[config.mk]
export PLATFORM = sky130hd
export DESIGN_NAME = dacr_ctrl
export DESIGN_NICKNAME = d
export VERILOG_FILES = /design/src/hdl/dacr_pkg.sv /design/src/hdl/dacr_tick.sv /design/src/hdl/dacr_ctrl.sv
export VERILOG_INCLUDE_DIRS = /design/src /design/src/hdl
export SDC_FILE = /design/constraint.sdc
export NUM_CORES = 1
export LEC_CHECK = 0
export BUFFER_PORTS_ARGS = -buffer_cell sky130_fd_sc_hd__buf_2
export CORE_AREA = 4 4 153 155
export CTS_CLUSTER_SIZE = 14
export DETAILED_ROUTE_END_ITERATION = 10
export DIE_AREA = 0 0 157 159
export GPL_ROUTABILITY_DRIVEN = 1
export HOLD_SLACK_MARGIN = 0.03
export SLEW_MARGIN = 40
export SYNTH_ARGS = -nofsm -noshare
export SYNTH_HDL_FRONTEND = slang
export SYNTH_HIERARCHICAL = 1
export SYNTH_SLANG_ARGS = --single-unit
[constraint.sdc]
create_clock -name mclk_i -period 9.5 [get_ports mclk_i]
set_input_delay 1.9 -clock mclk_i [delete_from_list [all_inputs] [get_ports mclk_i]]
set_output_delay 1.9 -clock mclk_i [all_outputs]
set_load 0.02 [all_outputs]
[src/hdl/dacr_regs.svh]
// Register offsets, field positions, reset values and timing counts.
// Assumes a word-indexed register port; offsets are word indices.
`ifndef DACR_REGS_SVH
`define DACR_REGS_SVH
`define DACR_ADDR_W        4
`define DACR_OFS_PACING    4'h1
`define DACR_OFS_EVENTS    4'h2
`define DACR_OFS_TRIM      4'h4
`define DACR_OFS_REFCTL    4'h5
`define DACR_BIT_FIN_MASK  16
`define DACR_BIT_STV_MASK  17
`define DACR_BIT_STV_STAT  3
`define DACR_BIT_LOW_FLAG  2
`define DACR_BIT_STV_FLAG  1
`define DACR_BIT_FIN_FLAG  0
`define DACR_BIT_COMP_POLE 5
`define DACR_BIT_REFERENCE_POWER_UP    4
`define DACR_BIT_REF_OUTEN 3
`define DACR_BIT_QUICK_PD  0
`define DACR_RST_WORD      32'h0000_0000
`define DACR_CLK_KHZ       25000
`define DACR_TICK_KHZ      2400
`define DACR_TICK_ADD      16'h0002
`endif

[src/hdl/dacr_pkg.sv]
// Types shared by the reference and pacing logic.
// Assumes nothing of its surroundings.
package dacr_pkg;
	typedef enum logic [1:0] {
		MODE_FREE   = 2'b00,
		MODE_ONCE   = 2'b01,
		MODE_RSVD   = 2'b10,
		MODE_REPEAT = 2'b11
	} dacr_mode_t;
	typedef enum logic [1:0] {
		REF_1V024 = 2'b00,
		REF_1V5   = 2'b01,
		REF_2V048 = 2'b10,
		REF_2V5   = 2'b11
	} dacr_ref_t;
	typedef enum logic [1:0] {
		ST_IDLE = 2'b00,
		ST_RUN  = 2'b01,
		ST_DONE = 2'b10
	} dacr_state_t;
endpackage

[src/hdl/dacr_tick.sv]
// Fractional divider making the 2.4 MHz time base as a one-cycle enable.
// Assumes a free-running clock at the rate given in the header.
`timescale 1ns/1ps
`include "dacr_regs.svh"
module dacr_tick #(
	parameter int CLK_KHZ  = `DACR_CLK_KHZ,
	parameter int TICK_KHZ = `DACR_TICK_KHZ
) (
	input  wire logic mclk_i,  // Clock
	input  wire logic rst_i,   // Sync reset
	output logic      tick_o   // 2.4 MHz enable
);
	localparam logic [15:0] INC = 16'(TICK_KHZ);
	localparam logic [15:0] MOD = 16'(CLK_KHZ);
	logic [15:0] acc_ff;
	logic [16:0] sum;
	assign sum = {1'b0, acc_ff} + {1'b0, INC};
	always_ff @(posedge mclk_i) begin
		if (rst_i) begin
			acc_ff <= 16'h0000;
			tick_o <= 1'b0;
		end else if (sum >= {1'b0, MOD}) begin
			acc_ff <= 16'(sum - {1'b0, MOD});
			tick_o <= 1'b1;
		end else begin
			acc_ff <= sum[15:0];
			tick_o <= 1'b0;
		end
	end
endmodule

[src/hdl/dacr_ctrl.sv]
// Pacing counter, point count, event flags and reference control.
// Assumes FIFO level, mode and interpolation come from logic on mclk_i.
//
// Added by the designer: the address-and-strobe port.
`timescale 1ns/1ps
`include "dacr_regs.svh"
module dacr_ctrl (
	input  wire logic        mclk_i,          // Clock 25 MHz
	input  wire logic        rst_i,           // Sync reset, high
	input  wire logic [3:0]  addr_i,          // Word index
	input  wire logic [31:0] wdata_i,         // Write data
	input  wire logic        wr_i,            // Write strobe
	input  wire logic        rd_i,            // Read strobe
	output logic      [31:0] rdata_o,         // Read data, next cycle
	input  wire logic [1:0]  output_sequencing_select_i, // Mode
	input  wire logic [3:0]  interp_i,        // Interpolation code
	input  wire logic [3:0]  low_level_threshold_i, // Almost-empty level
	input  wire logic [5:0]  fifo_level_i,    // FIFO fill level
	input  wire logic        fifo_empty_i,    // FIFO empty
	input  wire logic [15:0] trim_i,          // Trim value
	input  wire logic [1:0]  gain_i,          // Reference gain
	output logic             sample_o,        // Pop one sample
	output logic             irq_o,           // Interrupt level
	output logic [1:0]       ref_sel_o,       // Reference level
	output logic             reference_power_up_o, // Ref power
	output logic             ref_outen_o,     // Internal ref output
	output logic             reference_comp_pole_o, // Comp pole
	output logic             reference_quick_shutdown_o // Fast pd
);
	logic [15:0] point_cnt_ff;
	logic [15:0] interval_ff;
	logic        stv_mask_ff;
	logic        fin_mask_ff;
	logic        stv_stat_ff;
	logic        low_flag_ff;
	logic        stv_flag_ff;
	logic        fin_flag_ff;
	logic [1:0]  ref_sel_ff;
	logic [5:0]  ref_bits_ff;
	logic        tick;
	logic [16:0] wait_ff;
	logic [31:0] left_ff;
	dacr_pkg::dacr_state_t state_ff;
	logic        under_ev;
	logic        low_ev;
	logic        fin_ev;
	logic        low_prev_ff;
	logic        counted;
	logic        fire;
	logic        w_pace;
	logic        w_evt;
	logic        w_ref;

	function automatic logic [31:0] total_points(input logic [15:0] n,
		input logic [3:0] m);
		logic [2:0] sh;
		sh = (m > 4'h3) ? 3'h0 : m[2:0];
		total_points = (({16'h0000, n} - 32'h1) << sh) + 32'h1;
	endfunction

	dacr_tick u_tick (
		.mclk_i (mclk_i),
		.rst_i  (rst_i),
		.tick_o (tick)
	);

	assign counted = (output_sequencing_select_i ==
		dacr_pkg::MODE_ONCE) || (output_sequencing_select_i ==
		dacr_pkg::MODE_REPEAT);
	assign w_pace = wr_i && (addr_i == `DACR_OFS_PACING);
	assign w_evt  = wr_i && (addr_i == `DACR_OFS_EVENTS);
	assign w_ref  = wr_i && (addr_i == `DACR_OFS_REFCTL);

	always_ff @(posedge mclk_i) begin
		if (rst_i) begin
			point_cnt_ff <= 16'h0000;
			interval_ff  <= 16'h0000;
		end else if (w_pace) begin
			point_cnt_ff <= wdata_i[31:16];
			interval_ff  <= wdata_i[15:0];
		end
	end

	// Pacing: fire when wait reaches interval + 2 ticks
	assign fire = tick && (wait_ff + 17'h1 >=
		{1'b0, interval_ff} + {1'b0, `DACR_TICK_ADD});
	assign under_ev = sample_o && fifo_empty_i;
	assign low_ev = (fifo_level_i == {2'b00, low_level_threshold_i})
		&& !low_prev_ff;

	always_ff @(posedge mclk_i) begin
		if (rst_i) begin
			state_ff <= dacr_pkg::ST_IDLE;
			wait_ff  <= 17'h00000;
			left_ff  <= 32'h0;
			sample_o <= 1'b0;
			fin_ev   <= 1'b0;
		end else begin
			sample_o <= 1'b0;
			fin_ev   <= 1'b0;
			unique case (state_ff)
			dacr_pkg::ST_IDLE: begin
				wait_ff <= 17'h00000;
				left_ff <= total_points(point_cnt_ff, interp_i);
				// Every other cycle: the level lags a pop by one clock
				if (output_sequencing_select_i == dacr_pkg::MODE_FREE)
					sample_o <= !fifo_empty_i && !sample_o;
				else if (counted && !fifo_empty_i)
					state_ff <= dacr_pkg::ST_RUN;
			end
			dacr_pkg::ST_RUN: begin
				if (!counted) begin
					state_ff <= dacr_pkg::ST_IDLE;
				end else if (fire) begin
					wait_ff  <= 17'h00000;
					sample_o <= 1'b1;
					if (left_ff <= 32'h1) begin
						fin_ev   <= 1'b1;
						state_ff <= dacr_pkg::ST_DONE;
					end else begin
						left_ff <= left_ff - 32'h1;
					end
				end else if (tick) begin
					wait_ff <= wait_ff + 17'h1;
				end
			end
			dacr_pkg::ST_DONE: begin
				left_ff <= total_points(point_cnt_ff, interp_i);
				wait_ff <= 17'h00000;
				if (output_sequencing_select_i == dacr_pkg::MODE_REPEAT)
					state_ff <= dacr_pkg::ST_RUN;
				else if (!counted)
					state_ff <= dacr_pkg::ST_IDLE;
			end
			default: state_ff <= dacr_pkg::ST_IDLE;
			endcase
		end
	end

	always_ff @(posedge mclk_i) begin
		if (rst_i)
			low_prev_ff <= 1'b0;
		else
			low_prev_ff <= (fifo_level_i ==
				{2'b00, low_level_threshold_i});
	end

	// Masks and sticky flags: a set in the clearing cycle wins
	always_ff @(posedge mclk_i) begin
		if (rst_i) begin
			stv_mask_ff <= 1'b0;
			fin_mask_ff <= 1'b0;
		end else if (w_evt) begin
			stv_mask_ff <= wdata_i[`DACR_BIT_STV_MASK];
			fin_mask_ff <= wdata_i[`DACR_BIT_FIN_MASK];
		end
	end

	always_ff @(posedge mclk_i) begin
		if (rst_i) begin
			stv_stat_ff <= 1'b0;
			low_flag_ff <= 1'b0;
			stv_flag_ff <= 1'b0;
			fin_flag_ff <= 1'b0;
		end else begin
			stv_stat_ff <= under_ev || (stv_stat_ff &&
				!(w_evt && wdata_i[`DACR_BIT_STV_STAT]));
			low_flag_ff <= low_ev || (low_flag_ff &&
				!(w_evt && wdata_i[`DACR_BIT_LOW_FLAG]));
			stv_flag_ff <= under_ev || (stv_flag_ff &&
				!(w_evt && wdata_i[`DACR_BIT_STV_FLAG]));
			fin_flag_ff <= fin_ev || (fin_flag_ff &&
				!(w_evt && wdata_i[`DACR_BIT_FIN_FLAG]));
		end
	end

	always_ff @(posedge mclk_i) begin
		if (rst_i)
			irq_o <= 1'b0;
		else
			irq_o <= (stv_flag_ff && stv_mask_ff)
				|| (fin_flag_ff && fin_mask_ff)
				|| low_flag_ff;
	end

	// Reference control, bits 5:0 writable, gain read-only
	always_ff @(posedge mclk_i) begin
		if (rst_i)
			ref_bits_ff <= 6'h00;
		else if (w_ref)
			ref_bits_ff <= wdata_i[5:0];
	end

	always_ff @(posedge mclk_i) begin
		if (rst_i) begin
			ref_sel_o                  <= 2'b00;
			reference_power_up_o       <= 1'b0;
			ref_outen_o                <= 1'b0;
			reference_comp_pole_o      <= 1'b0;
			reference_quick_shutdown_o <= 1'b0;
		end else begin
			ref_sel_o <= ref_bits_ff[2:1];
			reference_power_up_o <= ref_bits_ff[`DACR_BIT_REFERENCE_POWER_UP];
			ref_outen_o <= ref_bits_ff[`DACR_BIT_REF_OUTEN];
			reference_comp_pole_o <= ref_bits_ff[`DACR_BIT_COMP_POLE];
			reference_quick_shutdown_o <=
				ref_bits_ff[`DACR_BIT_QUICK_PD];
		end
	end
	assign ref_sel_ff = ref_bits_ff[2:1];

	always_ff @(posedge mclk_i) begin
		if (rst_i) begin
			rdata_o <= `DACR_RST_WORD;
		end else if (rd_i) begin
			unique case (addr_i)
			`DACR_OFS_PACING: rdata_o <= {point_cnt_ff, interval_ff};
			`DACR_OFS_EVENTS: rdata_o <= {14'h0000, stv_mask_ff,
				fin_mask_ff, 12'h000, stv_stat_ff, low_flag_ff,
				stv_flag_ff, fin_flag_ff};
			`DACR_OFS_TRIM:   rdata_o <= {16'h0000, trim_i};
			`DACR_OFS_REFCTL: rdata_o <= {24'h000000, gain_i,
				ref_bits_ff[5:3], ref_sel_ff, ref_bits_ff[0]};
			default:          rdata_o <= 32'h0000_0000;
			endcase
		end else begin
			rdata_o <= 32'h0000_0000;
		end
	end

	chk_stv_irq_gate: assert property (@(posedge mclk_i) disable iff (rst_i)
		(stv_flag_ff && stv_mask_ff) |=> irq_o)
		else $error("starvation irq not raised");
	chk_fin_irq_gate: assert property (@(posedge mclk_i) disable iff (rst_i)
		(!fin_flag_ff || !fin_mask_ff) && !low_flag_ff
		&& (!stv_flag_ff || !stv_mask_ff) |=> !irq_o)
		else $error("irq raised without cause");
	chk_stv_stat_set: assert property (@(posedge mclk_i)
		disable iff (rst_i) under_ev |=> stv_stat_ff)
		else $error("starvation status not set");
	chk_low_flag_set: assert property (@(posedge mclk_i)
		disable iff (rst_i) low_ev |=> low_flag_ff)
		else $error("low flag not set");
	chk_stv_flag_clr: assert property (@(posedge mclk_i)
		disable iff (rst_i) (w_evt && wdata_i[1] && !under_ev)
		|=> !stv_flag_ff)
		else $error("starvation flag not cleared");
	chk_fin_flag_hold: assert property (@(posedge mclk_i)
		disable iff (rst_i) (fin_flag_ff && !w_evt) |=> fin_flag_ff)
		else $error("finish flag dropped");
	chk_ref_power: assert property (@(posedge mclk_i) disable iff (rst_i)
		w_ref |=> ##1 (reference_power_up_o == $past(wdata_i[4], 2)))
		else $error("reference power not forwarded");
	chk_quick_pd: assert property (@(posedge mclk_i) disable iff (rst_i)
		w_ref |=> ##1 (reference_quick_shutdown_o ==
		$past(wdata_i[0], 2)))
		else $error("quick shutdown not forwarded");
	chk_pace_space: assert property (@(posedge mclk_i) disable iff (rst_i)
		(sample_o && state_ff == dacr_pkg::ST_RUN) |=>
		(!sample_o || !counted) [*8])
		else $error("samples too close");
endmodule

After elaboration in Yosys (flattened, before gate mapping)
Cells that the tools add are included.
{"block": "totals", "regBits": 154, "inputBits": 75, "elab_cells": 124}
{"block": "op_classes", "addsub": 7, "n_lt_le_gt_ge": 4, "n_eq_ne": 18, "shift": 1, "mux": 25, "bitwise_logic": 4, "reduce_logical": 41}
{"operator": "case mux 32 bit (4 select lines)", "n": 1}
{"operator": "two-way mux 32 bit", "n": 3}
{"operator": "case mux 32 bit (2 select lines)", "n": 1}
{"operator": "two-way mux 17 bit", "n": 3}
{"operator": "case mux 17 bit (2 select lines)", "n": 1}
{"operator": "adder 32 x 1 -> 32 bit (second input constant)", "n": 1}
{"operator": "less-or-equal comparator 32 x 1 -> 1 bit (second input constant)", "n": 1}
{"operator": "left shift 32 x 3 -> 32 bit", "n": 1}
{"operator": "subtractor 32 x 1 -> 32 bit (second input constant)", "n": 1}
{"operator": "logical AND 1 bit", "n": 18}
{"operator": "adder 16 x 12 -> 17 bit (second input constant)", "n": 1}
{"operator": "adder 16 x 2 -> 17 bit (second input constant)", "n": 1}
{"operator": "adder 17 x 1 -> 17 bit (second input constant)", "n": 1}
{"operator": "greater-or-equal comparator 17 x 15 -> 1 bit (second input constant)", "n": 1}
{"operator": "greater-or-equal comparator 17 bit", "n": 1}
{"operator": "subtractor 16 x 1 -> 17 bit (second input constant)", "n": 1}
{"operator": "two-way mux 16 bit", "n": 1}
{"operator": "subtractor 16 x 15 -> 16 bit (second input constant)", "n": 1}
{"operator": "two-way mux 2 bit", "n": 7}
{"operator": "!= test 2 bit (second input constant)", "n": 5}
{"operator": "!= test 3 bit (second input constant)", "n": 3}
{"operator": "== test 4 x 3 -> 1 bit (second input constant)", "n": 2}
{"operator": "logical NOT 1 bit", "n": 7}
{"operator": "logical OR 1 bit", "n": 7}
{"operator": "19 further kinds", "n": 30}

Logic depth before layout (Yosys ltp)
{"block": "logic_depth", "ltp_word": 6, "mapped_depth": 18, "ltp_nobuf": 17}

Cells and area by module
Netlist, hierarchy kept.
{"module": "dacr_ctrl", "instances": 1, "cells_each": 954, "area_each_um2": 7564.8}
{"module": "dacr_tick", "instances": 1, "cells_each": 136, "area_each_um2": 1149.9}

Worst setup path after synthesis
No wires, ideal clock.
{"block": "synth_path", "kind": "input port to flip-flop", "startpoint": "in interp_i[1]", "endpoint": "reg left_ff[18]", "setup_ns": 0.058, "arrival_ns": 5.024, "required_time_ns": 9.442, "path_slack_ns": 4.418, "stages": 12, "path_cell_list": "or3b_2 clkbuf_1 buf_1 clkbuf_1 and3_1 ha_1 nand2_1 nor4b_1 nand4_1 or4b_1 o31ai_1 a211o_1"}
{"block": "synth_between", "elab_chain_len": 5}
{"element": "start, declared", "line": "dacr_ctrl.sv:16", "rtl": "input wire logic [3:0] interp_i,"}
{"element": "> comparator 4 x 2 -> 1 bit", "line": "dacr_ctrl.sv:57", "rtl": "sh = (m > 4'h3) ? 3'h0 : m[2:0];"}
{"element": "two-way mux 3 bit (*)", "line": "dacr_ctrl.sv:57"}
{"element": "left shift 32 x 3 -> 32 bit (*)", "line": "dacr_ctrl.sv:58", "rtl": "total_points = (({16'h0000, n} - 32'h1) << sh) + 32'h1;"}
{"element": "adder 32 x 1 -> 32 bit (*)", "line": "dacr_ctrl.sv:58"}
{"element": "case mux 32 bit (2 select lines) (*)", "line": "dacr_ctrl.sv:101", "rtl": "unique case (state_ff)"}
{"element": "end signal, assigned", "line": "dacr_ctrl.sv:104", "rtl": "left_ff <= total_points(point_cnt_ff, interp_i);"}
{"element": "end signal, assigned", "line": "dacr_ctrl.sv:121", "rtl": "left_ff <= left_ff - 32'h1;"}
{"element": "end signal, assigned", "line": "dacr_ctrl.sv:128", "rtl": "left_ff <= total_points(point_cnt_ff, interp_i);"}
{"element": "end, declared", "line": "dacr_ctrl.sv:42", "rtl": "logic [31:0] left_ff;"}
Mark *: on every way between the ends. The rest lies on a longest branch, timed or not.
A chain may end at the register's enable or synchronous reset.

Worst setup path in the final report
{"block": "layout_path", "startpoint": "in interp_i[0]", "endpoint": "reg left_ff[18]"}
The elaborated chain is that of the path after synthesis.

==> flow_metrics.tcl <==
set metrics [dict create \
    async_reset_ff_frac 0 \
    holdPathStages 2 \
    ioPinCount 115 \
    crit_required_ns 9.88 \
    hold_viol_final 0 \
    reg2reg_to "wait_ff[4]" \
    vdd_drop_max_v 0.0000794 \
    fillers 2192 \
    synth_nets 1192 \
    n_antenna_cell 0 \
    criticalPathCategory "primary input to flip-flop" \
    dieArea_sq_um 25000 \
    maxSlewHeadroom 0.482 \
    yosysWarnings 6 \
    p_leak_nw 3.98 \
    critPathLaunchType "primary input" \
    drt_iter0_drc 594 \
    cellPowerDensity_nw_per_um2 168 \
    die_y_um 159 \
    drt-total-wl_mm 24.2 \
    reg2reg_depth 17 \
    r2r_start "wait_ff[0]" \
    arrival_ns 5.20 \
    tns_ns 0 \
    firstDrtPassIters 5 \
    mostFrequentLayoutCells "dfxtp_1 (151), nand2_1 (136), buf_2 (113), nor2_1 (105), a21oi_1 (90)" \
    gp_congestion 0.862 \
    hold_start "fin_ev" \
    drv_slew 0 \
    rsz0062_at_grt "no" \
    clk_path_buf_depth 2 \
    tritoncts "yes" \
    startpoint "interp_i[0]" \
    vias_per_cell 5.60 \
    grt_max_degree 60 \
    worst_pin_slew_ns 0.773 \
    synth_edf_count 0 \
    grt.overflow.total 0 \
    ys_seq_area_frac 0.347 \
    path_clk_slew_ns 0.07 \
    grtUsageTotal 0.190 \
    hold_buffers 0 \
    die_w_um 157 \
    clk_latency_ns 0.44 \
    fin_crit_sh 0.508 \
    critical_path_peak_fanout 25 \
    layout.nets 1275 \
    antenna_found_initial 0 \
    syn2layout_area_growth_pct 16.0 \
    synth_area_sq_um 8710 \
    layout_commonest_cell "dfxtp_1" \
    syn_inst 1090 \
    rows 54 \
    yosysUniqueCellTypes 84 \
    setup_viol 0 \
    cts_root_buffer "clkbuf_16" \
    synth_ff_type "dfxtp_1" \
    vias 8207 \
    final_core_util 0.463 \
    syn_avg_cell_area_sq_um 8.00 \
    fmax_ghz 0.207 \
    core_area_sq_um 21800 \
    whs_endpoint "fin_flag_ff" \
    cts_setup_buffers 0 \
    min_period_ns 4.83 \
    wl_per_cell_um 16.5 \
    ys_ff_latch 151 \
    rrSetupSlack_ns 4.91 \
    end_kind "flip-flop" \
    start_util 0.399 \
    route.antenna.remaining_nets 0 \
    fin_cells 1466 \
    grt_pass1_wl_mm 39.3 \
    dp.cells 1434 \
    hold_path_class "flip-flop to flip-flop" \
    status "finished clean" \
    skew_ns 0.0115 \
    drc 0 \
    cts-resized-gates 0 \
    drive_gt1_frac 0.161 \
    cts_made_buffers 17 \
    io_buffers 114 \
    cap_violations 0 \
    clkSinkCount 151 \
    htreeDepth 4 \
    grt_pass1_vias 7836 \
    whs_ns 0.449 \
    dpl.hpwl_mm 17.5 \
]
==> sequential cells by signal, indices dropped and copies added, names as in the netlist, 2 cells and up <==
signal and count:
ref_bits_ff 6, point_cnt_ff 16, wait_ff 17, ref_sel_o 2, state_ff 2, left_ff 32, interval_ff 16, u_tick/acc_ff 13
rdata_o 32
==> critical path: stages <==
cell and delay (ns):
buf_2 0.15, or3b_2 0.72, mux2i_1 0.19, o32ai_1 0.53
mux2i_1 0.22, a211oi_1 0.37, nand4_1 0.30, or4b_1 0.59
o31ai_1 0.08, a211o_1 0.15
==> cells by family (layout without fill, tap and decap cells) <==
| family | Yosys count | count (layout) | synth area share |
|---|---|---|---|
| mux | 16 | 16 | 0.0191 |
| fa+ha+maj | 27 | 27 | 0.0388 |
| xor+xnor | 87 | 87 | 0.0883 |
| buf+inv | 82 | 178 | 0.0386 |
| simple gates | 478 | 478 | 0.278 |
| compound gates | 249 | 249 | 0.190 |
| flops | 151 | 151 | 0.347 |
==> worst max path at each step <==
stage,end
after global routing,left_ff[26]
after global placement,left_ff[18]
after CTS,left_ff[22]
final,left_ff[18]
after floorplan,left_ff[18]
after detailed placement,left_ff[22]
==> synthesized netlist by cell type, drive strengths merged (2+ instances only) <==
cell / instances / area, sq um
dfxtp: 151 / 3020
nand2: 137 / 514
nor2: 106 / 398
a21oi: 92 / 468
clkbuf: 48 / 180
xor2: 48 / 428
o21ai: 41 / 220
nand3: 39 / 195
xnor2: 39 / 342
nor3: 38 / 190
ha: 27 / 338
a22oi: 22 / 170
and2: 22 / 138
inv: 21 / 78.8
nor4: 21 / 138
and3: 18 / 113
nor2b: 16 / 108
nand4: 15 / 93.8
a211oi: 13 / 97.6
buf: 13 / 77.6
mux2i: 11 / 110
nand3b: 10 / 75.1
or4: 10 / 86.3
a21o: 9 / 67.6
or3: 9 / 61.3
a222oi: 8 / 80.1
a31oi: 8 / 50.1
nand2b: 8 / 52.6
o22ai: 8 / 50.1
nor3b: 7 / 57.6
nor4b: 7 / 76.3
o21a: 6 / 45.0
o31a: 6 / 52.6
mux2: 5 / 56.3
o211ai: 5 / 51.3
o32ai: 5 / 43.8
a221oi: 3 / 26.3
o211a: 3 / 30.0
o31ai: 3 / 36.3
or2: 3 / 18.8
or3b: 3 / 26.3
or4b: 3 / 30.0
and4: 2 / 17.5
nand4b: 2 / 17.5
o41a: 2 / 22.5
==> report_power, final <==
group,switching [mW],internal (mW)
combinational,0.179,0.126
sequential,0.0437,0.669
clock,0.323,0.360
total,0.545,1.16
==> through the flow <==
stage	worst slack (ns)	cell area (sq um)	power, mW
final	4.67	10100	1.70
after global routing	4.35	10100	1.78
after CTS	4.55	10100	1.71
after floorplan	4.42	8710	0.948
after global placement	4.16	9490	1.02
after detailed placement	4.08	9490	1.03
==> layer usage <==
| layer | global-route usage | wire length, um |
|---|---|---|
| met1 | 0.252 | 11000 |
| met2 | 0.311 | 11300 |
| met3 | 0.0370 | 1240 |
| met4 | 0.0627 | 590 |
| met5 | 0 | 0 |
==> layout make-up <==
cell class | instances | area [sq um] | area share
Multi-Input combinational cell | 857 | 5410 | 0.535
Sequential cell | 151 | 3020 | 0.299
Timing Repair Buffer | 125 | 656 | 0.0649
Clock buffer | 18 | 439 | 0.0434
Tap cell | 280 | 350 | 0.0347
Clock inverter | 14 | 156 | 0.0155
Inverter | 21 | 78.8 | 0.00780
No activity file was read; power rests on OpenSTA's default activity.
